==> src/ciq_pkg.sv <==
package ciq_pkg;

  // ---------------------------------------------------------------
  // Bus and data widths
  // ---------------------------------------------------------------
  localparam int unsigned ADDR_W   = 8;
  localparam int unsigned DATA_W   = 16;
  localparam int unsigned NUM_BUF  = 15;
  localparam int unsigned CODE_W   = 4;
  localparam int unsigned NS_W     = 3;
  localparam int unsigned NUM_INT  = 3;

  // ---------------------------------------------------------------
  // Register byte addresses
  // ---------------------------------------------------------------
  localparam logic [ADDR_W-1:0] OFS_CODE_EN  = 8'h00;
  localparam logic [ADDR_W-1:0] OFS_STATUS   = 8'h04;
  localparam logic [ADDR_W-1:0] OFS_PENDING  = 8'h08;
  localparam logic [ADDR_W-1:0] OFS_CLEAR    = 8'h0C;
  localparam logic [ADDR_W-1:0] OFS_INT_STAT = 8'h10;
  localparam logic [ADDR_W-1:0] OFS_INT_MASK = 8'h14;

  // ---------------------------------------------------------------
  // Field positions
  // ---------------------------------------------------------------
  localparam int unsigned ERR_BIT    = 15;
  localparam int unsigned NS_LSB     = 8;
  localparam int unsigned IRQ_BIT    = 4;
  localparam int unsigned INT_ERR    = 0;
  localparam int unsigned INT_BUF    = 1;
  localparam int unsigned INT_NS     = 2;

  // ---------------------------------------------------------------
  // Reset values and encodings
  // ---------------------------------------------------------------
  localparam logic [DATA_W-1:0]  CODE_EN_RST  = 16'h0000;
  localparam logic [NUM_INT-1:0] INT_MASK_RST = 3'h0;
  localparam logic [CODE_W-1:0]  CODE_NONE    = 4'h0;
  localparam logic [NS_W-1:0]    NS_INACTIVE  = 3'h0;
  localparam logic [NS_W-1:0]    NS_ACTIVE    = 3'h2;
  localparam logic [NS_W-1:0]    NS_WARNING   = 3'h3;
  localparam logic [NS_W-1:0]    NS_PASSIVE   = 3'h4;
  localparam logic [NS_W-1:0]    NS_BUS_OFF   = 3'h6;

  // ---------------------------------------------------------------
  // Carriers
  // ---------------------------------------------------------------
  typedef struct packed {
    logic              wr;
    logic              rd;
    logic [ADDR_W-1:0] addr;
    logic [DATA_W-1:0] wdata;
  } ciq_bus_req_t;

  typedef struct packed {
    logic               error_change;
    logic [NUM_BUF-1:0] buffer_done;
  } ciq_can_evt_t;

  typedef struct packed {
    logic active;
    logic warning;
    logic passive;
    logic bus_off;
  } ciq_node_in_t;

  typedef struct packed {
    logic [DATA_W-1:0]  code_en;
    logic [NUM_INT-1:0] int_mask;
    logic [NS_W-1:0]    node_state;
    logic               irq_flag;
    logic [CODE_W-1:0]  irq_code;
    logic [DATA_W-1:0]  rd_data;
    logic               irq;
  } ciq_state_t;

endpackage

==> src/ciq_top.sv <==
// Contract
// - Software enables each source (error and every buffer) separately for code encoding.
// - Enable bit 15 includes a pending error in the encoded code when 1 and excludes it when 0.
// - Enable bits 14 to 0 include the matching buffer's pending flag when 1, exclude it when 0.
// - Node state reads 000 inactive, 010 active, 011 warning, 10X passive and 11X bus off.
// - The request flag and source code name the top source that is pending and enabled.
// - The code is 0000 for none or error and 0001 to 1111 for buffers 0 to 14.
// - A buffer's pending flag is set after a successful transfer through that buffer.
// - The error pending flag sets on an error status change and clears on a written 1.
//
// Design decisions made here: the plain strobed port and the register addresses.
module ciq_top (
  // Clock and reset
  input  logic                  clk,
  input  logic                  reset,
  // Register port
  input  ciq_pkg::ciq_bus_req_t bus_req,
  output logic [15:0]           rd_data,
  // Protocol engine events and node state
  input  ciq_pkg::ciq_can_evt_t can_evt,
  input  ciq_pkg::ciq_node_in_t node_in,
  // Interrupt
  output logic                  irq
);

  import ciq_pkg::*;

  // ---------------------------------------------------------------
  // Declarations
  // ---------------------------------------------------------------
  ciq_state_t         state_q;
  ciq_state_t         state_d;
  logic               wr_code_en;
  logic               wr_clear;
  logic               wr_int_stat;
  logic               wr_int_mask;
  logic [DATA_W-1:0]  pend_set;
  logic [DATA_W-1:0]  pend_clr;
  logic [DATA_W-1:0]  pending;
  logic [DATA_W-1:0]  active;
  logic               enc_flag;
  logic [CODE_W-1:0]  enc_code;
  logic [NS_W-1:0]    ns_now;
  logic [NUM_INT-1:0] int_set;
  logic [NUM_INT-1:0] int_clr;
  logic [NUM_INT-1:0] int_stat;
  logic [DATA_W-1:0]  status_word;

  // ---------------------------------------------------------------
  // Write decode
  // ---------------------------------------------------------------
  assign wr_code_en  = bus_req.wr && (bus_req.addr == OFS_CODE_EN);
  assign wr_clear    = bus_req.wr && (bus_req.addr == OFS_CLEAR);
  assign wr_int_stat = bus_req.wr && (bus_req.addr == OFS_INT_STAT);
  assign wr_int_mask = bus_req.wr && (bus_req.addr == OFS_INT_MASK);

  // ---------------------------------------------------------------
  // Pending flags
  // ---------------------------------------------------------------
  // error change and buffer transfer set
  assign pend_set = {can_evt.error_change, can_evt.buffer_done};

  assign pend_clr = wr_clear ? bus_req.wdata : '0;

  ciq_sticky #(
    .W (DATA_W)
  ) u_pending (
    .clk   (clk),
    .reset (reset),
    .set   (pend_set),
    .clr   (pend_clr),
    .q     (pending)
  );

  // ---------------------------------------------------------------
  // Interrupt code
  // ---------------------------------------------------------------
  // per source gating
  assign active = pending & state_q.code_en;

  ciq_prio_enc #(
    .NBUF (NUM_BUF),
    .CW   (CODE_W)
  ) u_enc (
    .err_act (active[ERR_BIT]),
    .buf_act (active[NUM_BUF-1:0]),
    .flag    (enc_flag),
    .code    (enc_code)
  );

  // ---------------------------------------------------------------
  // Node state
  // ---------------------------------------------------------------
  // node state encoding
  always_comb begin
    if (node_in.bus_off) begin
      ns_now = NS_BUS_OFF;
    end else if (node_in.passive) begin
      ns_now = NS_PASSIVE;
    end else if (node_in.warning) begin
      ns_now = NS_WARNING;
    end else if (node_in.active) begin
      ns_now = NS_ACTIVE;
    end else begin
      ns_now = NS_INACTIVE;
    end
  end

  // ---------------------------------------------------------------
  // Event interrupts
  // ---------------------------------------------------------------
  // Events are raised on the set pulse itself, so a flag cleared and set
  // in one cycle still interrupts the CPU.
  always_comb begin
    int_set          = '0;
    int_set[INT_ERR] = can_evt.error_change;
    int_set[INT_BUF] = |can_evt.buffer_done;
    int_set[INT_NS]  = (ns_now != state_q.node_state);
  end

  assign int_clr = wr_int_stat ? bus_req.wdata[NUM_INT-1:0] : '0;

  ciq_sticky #(
    .W (NUM_INT)
  ) u_int_stat (
    .clk   (clk),
    .reset (reset),
    .set   (int_set),
    .clr   (int_clr),
    .q     (int_stat)
  );

  // ---------------------------------------------------------------
  // Status word and next state
  // ---------------------------------------------------------------
  // The code lags the pending flags by one cycle because it is registered;
  // this keeps the read path short at the cost of one cycle of latency.
  always_comb begin
    status_word                                = '0;
    status_word[NS_LSB+NS_W-1:NS_LSB]          = state_q.node_state;
    status_word[IRQ_BIT]                       = state_q.irq_flag;
    status_word[CODE_W-1:0]                    = state_q.irq_code;
  end

  always_comb begin
    state_d            = state_q;
    state_d.node_state = ns_now;
    state_d.irq_flag   = enc_flag;
    state_d.irq_code   = enc_code;
    if (wr_code_en) begin
      state_d.code_en = bus_req.wdata;
    end
    if (wr_int_mask) begin
      state_d.int_mask = bus_req.wdata[NUM_INT-1:0];
    end
    // Unmapped and write-only addresses read as zero.
    state_d.rd_data = '0;
    if (bus_req.rd) begin
      case (bus_req.addr)
        OFS_CODE_EN:  state_d.rd_data = state_q.code_en;
        OFS_STATUS:   state_d.rd_data = status_word;
        OFS_PENDING:  state_d.rd_data = pending;
        OFS_INT_STAT: state_d.rd_data = DATA_W'(int_stat);
        OFS_INT_MASK: state_d.rd_data = DATA_W'(state_q.int_mask);
        default:      state_d.rd_data = '0;
      endcase
    end
    state_d.irq = |(int_stat & state_q.int_mask);
  end

  // ---------------------------------------------------------------
  // State register
  // ---------------------------------------------------------------
  always_ff @(posedge clk) begin
    if (reset) begin
      state_q            <= '0;
      state_q.code_en    <= CODE_EN_RST;
      state_q.int_mask   <= INT_MASK_RST;
      state_q.node_state <= NS_INACTIVE;
      state_q.irq_code   <= CODE_NONE;
    end else begin
      state_q <= state_d;
    end
  end

  assign rd_data = state_q.rd_data;
  assign irq     = state_q.irq;

endmodule // ciq_top

==> src/ciq_sticky.sv <==
// Bank of sticky flags; a set in the same cycle as a clear wins.
module ciq_sticky #(
  parameter int unsigned W = 16
) (
  // Clock and reset
  input  logic         clk,
  input  logic         reset,
  // Set and clear pulses
  input  logic [W-1:0] set,
  input  logic [W-1:0] clr,
  // Flags
  output logic [W-1:0] q
);

  logic [W-1:0] flags_q;
  logic [W-1:0] flags_d;

  always_comb begin
    flags_d = (flags_q & ~clr) | set;
  end

  always_ff @(posedge clk) begin
    if (reset) begin
      flags_q <= '0;
    end else begin
      flags_q <= flags_d;
    end
  end

  assign q = flags_q;

endmodule // ciq_sticky

==> src/ciq_prio_enc.sv <==
// Picks the highest-priority source among those pending and enabled.
module ciq_prio_enc #(
  parameter int unsigned NBUF  = 15,
  parameter int unsigned CW    = 4
) (
  // Sources
  input  logic            err_act,
  input  logic [NBUF-1:0] buf_act,
  // Result
  output logic            flag,
  output logic [CW-1:0]   code
);

  always_comb begin
    code = '0;
    // Scan downward so the lowest buffer number is the last to win.
    for (int i = NBUF - 1; i >= 0; i--) begin
      if (buf_act[i]) begin
        code = CW'(i + 1);
      end
    end
    if (err_act) begin
      code = '0;
    end
    flag = err_act | (|buf_act);
  end

endmodule // ciq_prio_enc

==> config.mk <==
export PLATFORM = sky130hd
export DESIGN_NAME = ciq_top
export DESIGN_NICKNAME = d
export VERILOG_FILES = /design/src/ciq_pkg.sv /design/src/ciq_top.sv /design/src/ciq_sticky.sv /design/src/ciq_prio_enc.sv
export SDC_FILE = /design/constraint.sdc
export NUM_CORES = 1
export LEC_CHECK = 0
export ABC_AREA = 0
export BUFFER_PORTS_ARGS = -buffer_cell sky130_fd_sc_hd__clkbuf_2
export CAP_MARGIN = 30
export CORE_MARGIN = 2
export CORE_UTILIZATION = 48
export DETAILED_ROUTE_END_ITERATION = 10
export PLACE_DENSITY = 0.75
export SLEW_MARGIN = 20
export SYNTH_ARGS = -nofsm -noshare
export SYNTH_HDL_FRONTEND = slang
export SYNTH_SLANG_ARGS = --single-unit
==> constraint.sdc <==
create_clock -name clk -period 1.23 [get_ports clk]
set_input_delay 0 -clock clk [delete_from_list [all_inputs] [get_ports clk]]
set_output_delay 0 -clock clk [all_outputs]
set_load 0.05 [all_outputs]
* Word-level counts from Yosys, hierarchy flattened
Cells that the tools add are included.
** Storage, ports and cells
- Logic and storage cells :: 63
- Output and inout bits :: 17
- Input bits :: 48
- Bits in registers :: 63
** Cells by class
- Equal/unequal tests :: 6
- Mux-type cells :: 22
- Reduce and logical (&&, ||, !) cells :: 13
- Bitwise operators :: 10
** Operators by type and width (number)
- one-hot mux 16 bit (5 select lines) :: 1
- bitwise AND 16 bit :: 2
- 2-to-1 mux 4 bit :: 8
- OR reduction 15 bit :: 2
- 2-to-1 mux 3 bit :: 7
- == test 8 x 4 -> 1 bit (second input constant) :: 2
- == test 8 x 5 -> 1 bit (second input constant) :: 2
- 2-to-1 mux 16 bit :: 1
- inverter 16 bit :: 1
- bitwise OR 16 bit :: 1
- OR reduction 9 bit :: 1
- == test 8 x 3 -> 1 bit (second input constant) :: 1
- zero test 8 bit :: 1
- 2-to-1 mux 2 bit :: 4
- bitwise AND 3 bit :: 2
- OR reduction 3 bit :: 2
- OR reduction 5 bit :: 1
- logical AND 1 bit :: 4
- OR reduction 2 bit :: 2
- inequality test 3 bit :: 1
- inverter 3 bit :: 1
- bitwise OR 3 bit :: 1
- 2-to-1 mux 1 bit :: 1
- inverter 1 bit :: 1
- bitwise OR 1 bit :: 1

* Logic depth before layout (Yosys ltp)
- Word-level depth :: 16
- Mapped depth :: 7
- Depth with buffers taken out :: 4

* By module
Synthesis repeated with hierarchy kept, for this count alone.
** Second synthesis, totals
- Cell total of the unflattened synthesis :: 385
- Area total of the unflattened synthesis :: 3316.9 µm²
** Modules (own cells, without submodules)
- ciq_top :: area each 2396.0 µm², instances 1, cells each 274, seq. area each 880.8 µm²
- ciq_sticky at u_pending :: area each 629.4 µm², instances 1, cells each 66, seq. area each 320.3 µm²
- ciq_prio_enc :: area each 186.4 µm², instances 1, cells each 33, seq. area each 0.0 µm²
- ciq_sticky at u_int_stat :: area each 105.1 µm², instances 1, cells each 12, seq. area each 60.1 µm²

* Worst setup path after synthesis
No wires, ideal clock.
- Path type :: input to register
- Start point :: input port bus_req[17] (netlist bit)
- End point :: register u_pending.flags_q[10], in the netlist u_pending.q[10]
- Library setup time :: 130 ps
- Cell stages on the path :: 5
- Data arrival time :: 1041 ps
- Path buffers :: 1
- Required time :: 1100 ps
- Path slack :: 59 ps
- Path through :: nor2_1 > nand4b_2 > buf_6 > nor4b_1 > nor3_1
** Between the ends
- Longest elaborated chain between the ends :: 6
** RTL lines
- from (decl) :: line ciq_top.sv:17 : input ciq_pkg::ciq_bus_req_t bus_req,
- == test 8 x 4 -> 1 bit :: line ciq_top.sv:53 : assign wr_clear = bus_req.wr && (bus_req.addr == OFS_CLEAR);
- logical AND 1 bit :: line ciq_top.sv:53
- 2-to-1 mux 16 bit :: line ciq_top.sv:63 : assign pend_clr = wr_clear ? bus_req.wdata : '0;
- inverter 16 bit :: line ciq_sticky.sv:19 : flags_d = (flags_q & ~clr) | set;
- bitwise AND 16 bit :: line ciq_sticky.sv:19
- bitwise OR 16 bit :: line ciq_sticky.sv:19
- to (signal assigned) :: line ciq_sticky.sv:26 : flags_q <= flags_d;
- to (decl) :: line ciq_sticky.sv:15 : logic [W-1:0] flags_q;
No other way between the ends.
A chain may end at the register's enable or synchronous reset.

* Final worst setup path
- Start point :: register u_pending.flags_q[10], in the netlist u_pending.q[10]
- End point :: register state_q[18] (netlist bit)
** Between the ends
- Longest elaborated chain between the ends :: 11
** RTL lines
- bitwise AND 16 bit :: line ciq_top.sv:79 : assign active = pending & state_q.code_en;
- 2-to-1 mux 4 bit (4 in series) :: line ciq_prio_enc.sv:18 : if (buf_act[i]) begin
- 2-to-1 mux 3 bit (4 in series) :: line ciq_prio_enc.sv:18
- 2-to-1 mux 2 bit (2 in series) :: line ciq_prio_enc.sv:18
- to (signal assigned) :: line ciq_top.sv:182 : state_q <= state_d;
- to (decl) :: line ciq_top.sv:31 : ciq_state_t state_q;
No other way between the ends.

==> results_dict.tcl <==
set metrics [dict create \
    status "completed" \
    vias 2995 \
    synth-seq-area-share_pct 43.4 \
    synth_cell_types 48 \
    nNetsFinal 493 \
    drtPass1Iterations 6 \
    ys_warn_count 0 \
    antenna_cells 0 \
    min_from "node_in[3]" \
    clk_path_buf_depth 2 \
    io_pins 65 \
    reg2reg_depth 3 \
    p_int_mw 3.17 \
    ir_drop_v 0.000666 \
    syn2layout_area_growth_pct 35.8 \
    clock_sinks 63 \
    synth-main-ff-cell "dfxtp_1" \
    synth_fp_nets 380 \
    fin_setup_tns_ns 0 \
    fmax_mhz 825 \
    place.gp.congestion 0.928 \
    cts_root_buffer "clkbuf_8" \
    rsz0062_at_grt "yes" \
    grt_pass1_wl_microns 13700 \
    drv_cap 0 \
    reg2reg_slack_ns 0.02 \
    drt_iter0_markers 326 \
    die_y_microns 81.8 \
    htree_levels 3 \
    synth.most_common_cell "dfxtp_1" \
    required_ns 1.44 \
    r2r_start "u_pending.q[10]" \
    hold_ws_ns 0.0292 \
    drive_gt1_share_pct 30.7 \
    post-place-cells 476 \
    drc 0 \
    finClkSkew_ns 0.00805 \
    path_max_fanout 5 \
    power_frac_clock_pct 37.8 \
    post-route-min-period_ns 1.21 \
    pwr-share-seq_pct 50.9 \
    reg2reg_to "state_q[18]" \
    synth_top_cell_area_share_pct 43.4 \
    synthCells 332 \
    fin_crit_sh_pct 98.5 \
    hold_path_depth 4 \
    multiInputGateArea_sq_um 1450 \
    cts_tree "yes" \
    place_hpwl_microns 5770 \
    pwr-share-comb_pct 11.2 \
    vias_per_cell 5.70 \
    ys_ff_latch 63 \
    syn_avg_cell_area_sq_um 8.76 \
    first_global_vias 2856 \
    slew_headroom_pct 68.9 \
    async_flop_share_pct 0 \
    crit_type "register to register" \
    clk_pin_slew_ns 0.07 \
    finalMaxSlewViolations 0 \
    post_drt_wl_per_cell_microns 16.4 \
    netlist_area_sq_um 2910 \
    fin_cells 525 \
    cp.arrival_ns 1.42 \
    core_sq_um 5890 \
    grt_max_degree 43 \
    p_total_mw 4.20 \
    die_area_sq_um 6700 \
    start_util_pct 49.4 \
    worstSkewPairLatency_ns 0.34 \
    wirelength_microns 8640 \
    powerDensity_nw_per_um2 1060 \
    regArea_sq_um 1270 \
    dieWidth_microns 81.8 \
    p_leak_nw 1.58 \
    switching_share_pct 24.6 \
    hold_viol 0 \
    synth_edf_count 0 \
    hp-class "input pin to register" \
    ant_nets 0 \
    min_delay_worst_endpoint "state_q[23]" \
    netlist_top_cells_count "dfxtp_1, nand2_1, nor2_1" \
    cp-start-kind "register" \
    numCtsBuffers 9 \
    setup_violations 0 \
    cp-end-kind "register" \
    synth_area_leader_cell "dfxtp_1" \
    synthTopCellsByArea "dfxtp_1, nand2_1, nor4b_1" \
    port_buffers 64 \
    grtUsageTotal_pct 27.3 \
    overflow 0 \
    rows 28 \
    power.switching_mw 1.03 \
    worst_pin_slew_ns 0.467 \
    fillCellCount 471 \
    antenna_found_initial 0 \
]
-- cell families (layout without fill, tap and decap cells) --
logic type / Yosys count / count (layout) / share of synthesized area (%)
buffers and inverters: 32 / 150 / 8.09
AO/OA/AOI/OAI: 60 / 60 / 13.6
XOR/XNOR: 2 / 2 / 0.603
flip-flops: 63 / 63 / 43.4
multiplexers: 10 / 10 / 4.73
AND/OR/NAND/NOR: 165 / 165 / 29.6
-- per-stage QoR --
| step | utilization (%) | instance area, sq um | worst slack [ns] |
|---|---|---|---|
| after global routing | 67.1 | 3950 | -0.0163 |
| final | 67.1 | 3950 | 0.0185 |
| after floorplan | - | 2910 | 0.0593 |
| after detailed placement | 57.8 | 3400 | -0.0760 |
| after global placement | 57.8 | 3400 | -0.0635 |
| after CTS | 66.6 | 3920 | 0.0142 |
-- how the worst max path moves through the flow --
stage                               start         endpoint  slack (ns)  depth (start not counted)
after floorplan               bus_req[17]  u_pending.q[10]        0.06                          5
after detailed placement      bus_req[21]      state_q[25]       -0.08                          5
final                     u_pending.q[10]      state_q[18]        0.02                          3
after global placement         can_evt[8]  u_int_stat.q[1]       -0.06                          5
after CTS                      node_in[0]      state_q[22]        0.01                          4
after global routing       u_pending.q[8]      state_q[18]       -0.02                          4
-- flip-flops by register name (all words and copies together) (netlist names) --
| register | cells |
|---|---|
| irq | 1 |
| rd_data | 16 |
| state_q | 27 |
| u_int_stat.q | 3 |
| u_pending.q | 16 |
-- area by class of cell --
cell class / count / area share [%]
timing repair buffer: 134 / 24.5
sequential: 63 / 32.1
clock inverter: 4 / 0.507
multi-input combinational: 237 / 36.7
tap: 75 / 2.38
clock buffer: 12 / 3.93
-- power groups by stage --
| stage | clock (mW) | sequential [mW] | combinational (mW) |
|---|---|---|---|
| after floorplan | 0 | 2.17 | 0.161 |
| after global placement | 0 | 2.18 | 0.363 |
| after detailed placement | 0 | 2.18 | 0.367 |
| after CTS | 1.60 | 2.14 | 0.453 |
| after global routing | 1.70 | 2.14 | 0.505 |
| final | 1.59 | 2.14 | 0.471 |
-- layer usage --
metal  up-vias  share of wire [%]  track usage, %  wire [microns]
met5         -                  0               0               0
met4         0                2.8            12.2             240
met3        26                8.3            6.48             720
met2       168                 46            43.0            3930
met1      1386                 43            35.6            3740
li1       1415                  -               -               -
-- timing repair --
item,in CTS,in global routing
gates resized for setup,3,9
buffers inserted,0,0
pin swaps,1,2
endpoints found under the hold margin,37,1
gates cloned,0,0
endpoints found under the setup margin,2,5
hold buffers,33,1
-- worst max-delay path, stage by stage, from the launching register on --
cell and delay (ns):
dfxtp_2 0.36, a22o_1 0.29, o31ai_2 0.33, a221oi_2 0.10
-- placed cells by master, fill, tap and decap left out, types with 5 or more instances in the layout --
cell type and n:
clkbuf_8 11, nor4b_1 17, nand2_1 53, nor2_1 41
a21oi_1 24, buf_4 34, mux2i_1 7, a31oi_1 5
nor3_1 18, dfxtp_1 59, a22oi_1 13, dlygate4sd3_1 33
clkbuf_2 64, or3_1 5
(Power assumes the default switching activity.)
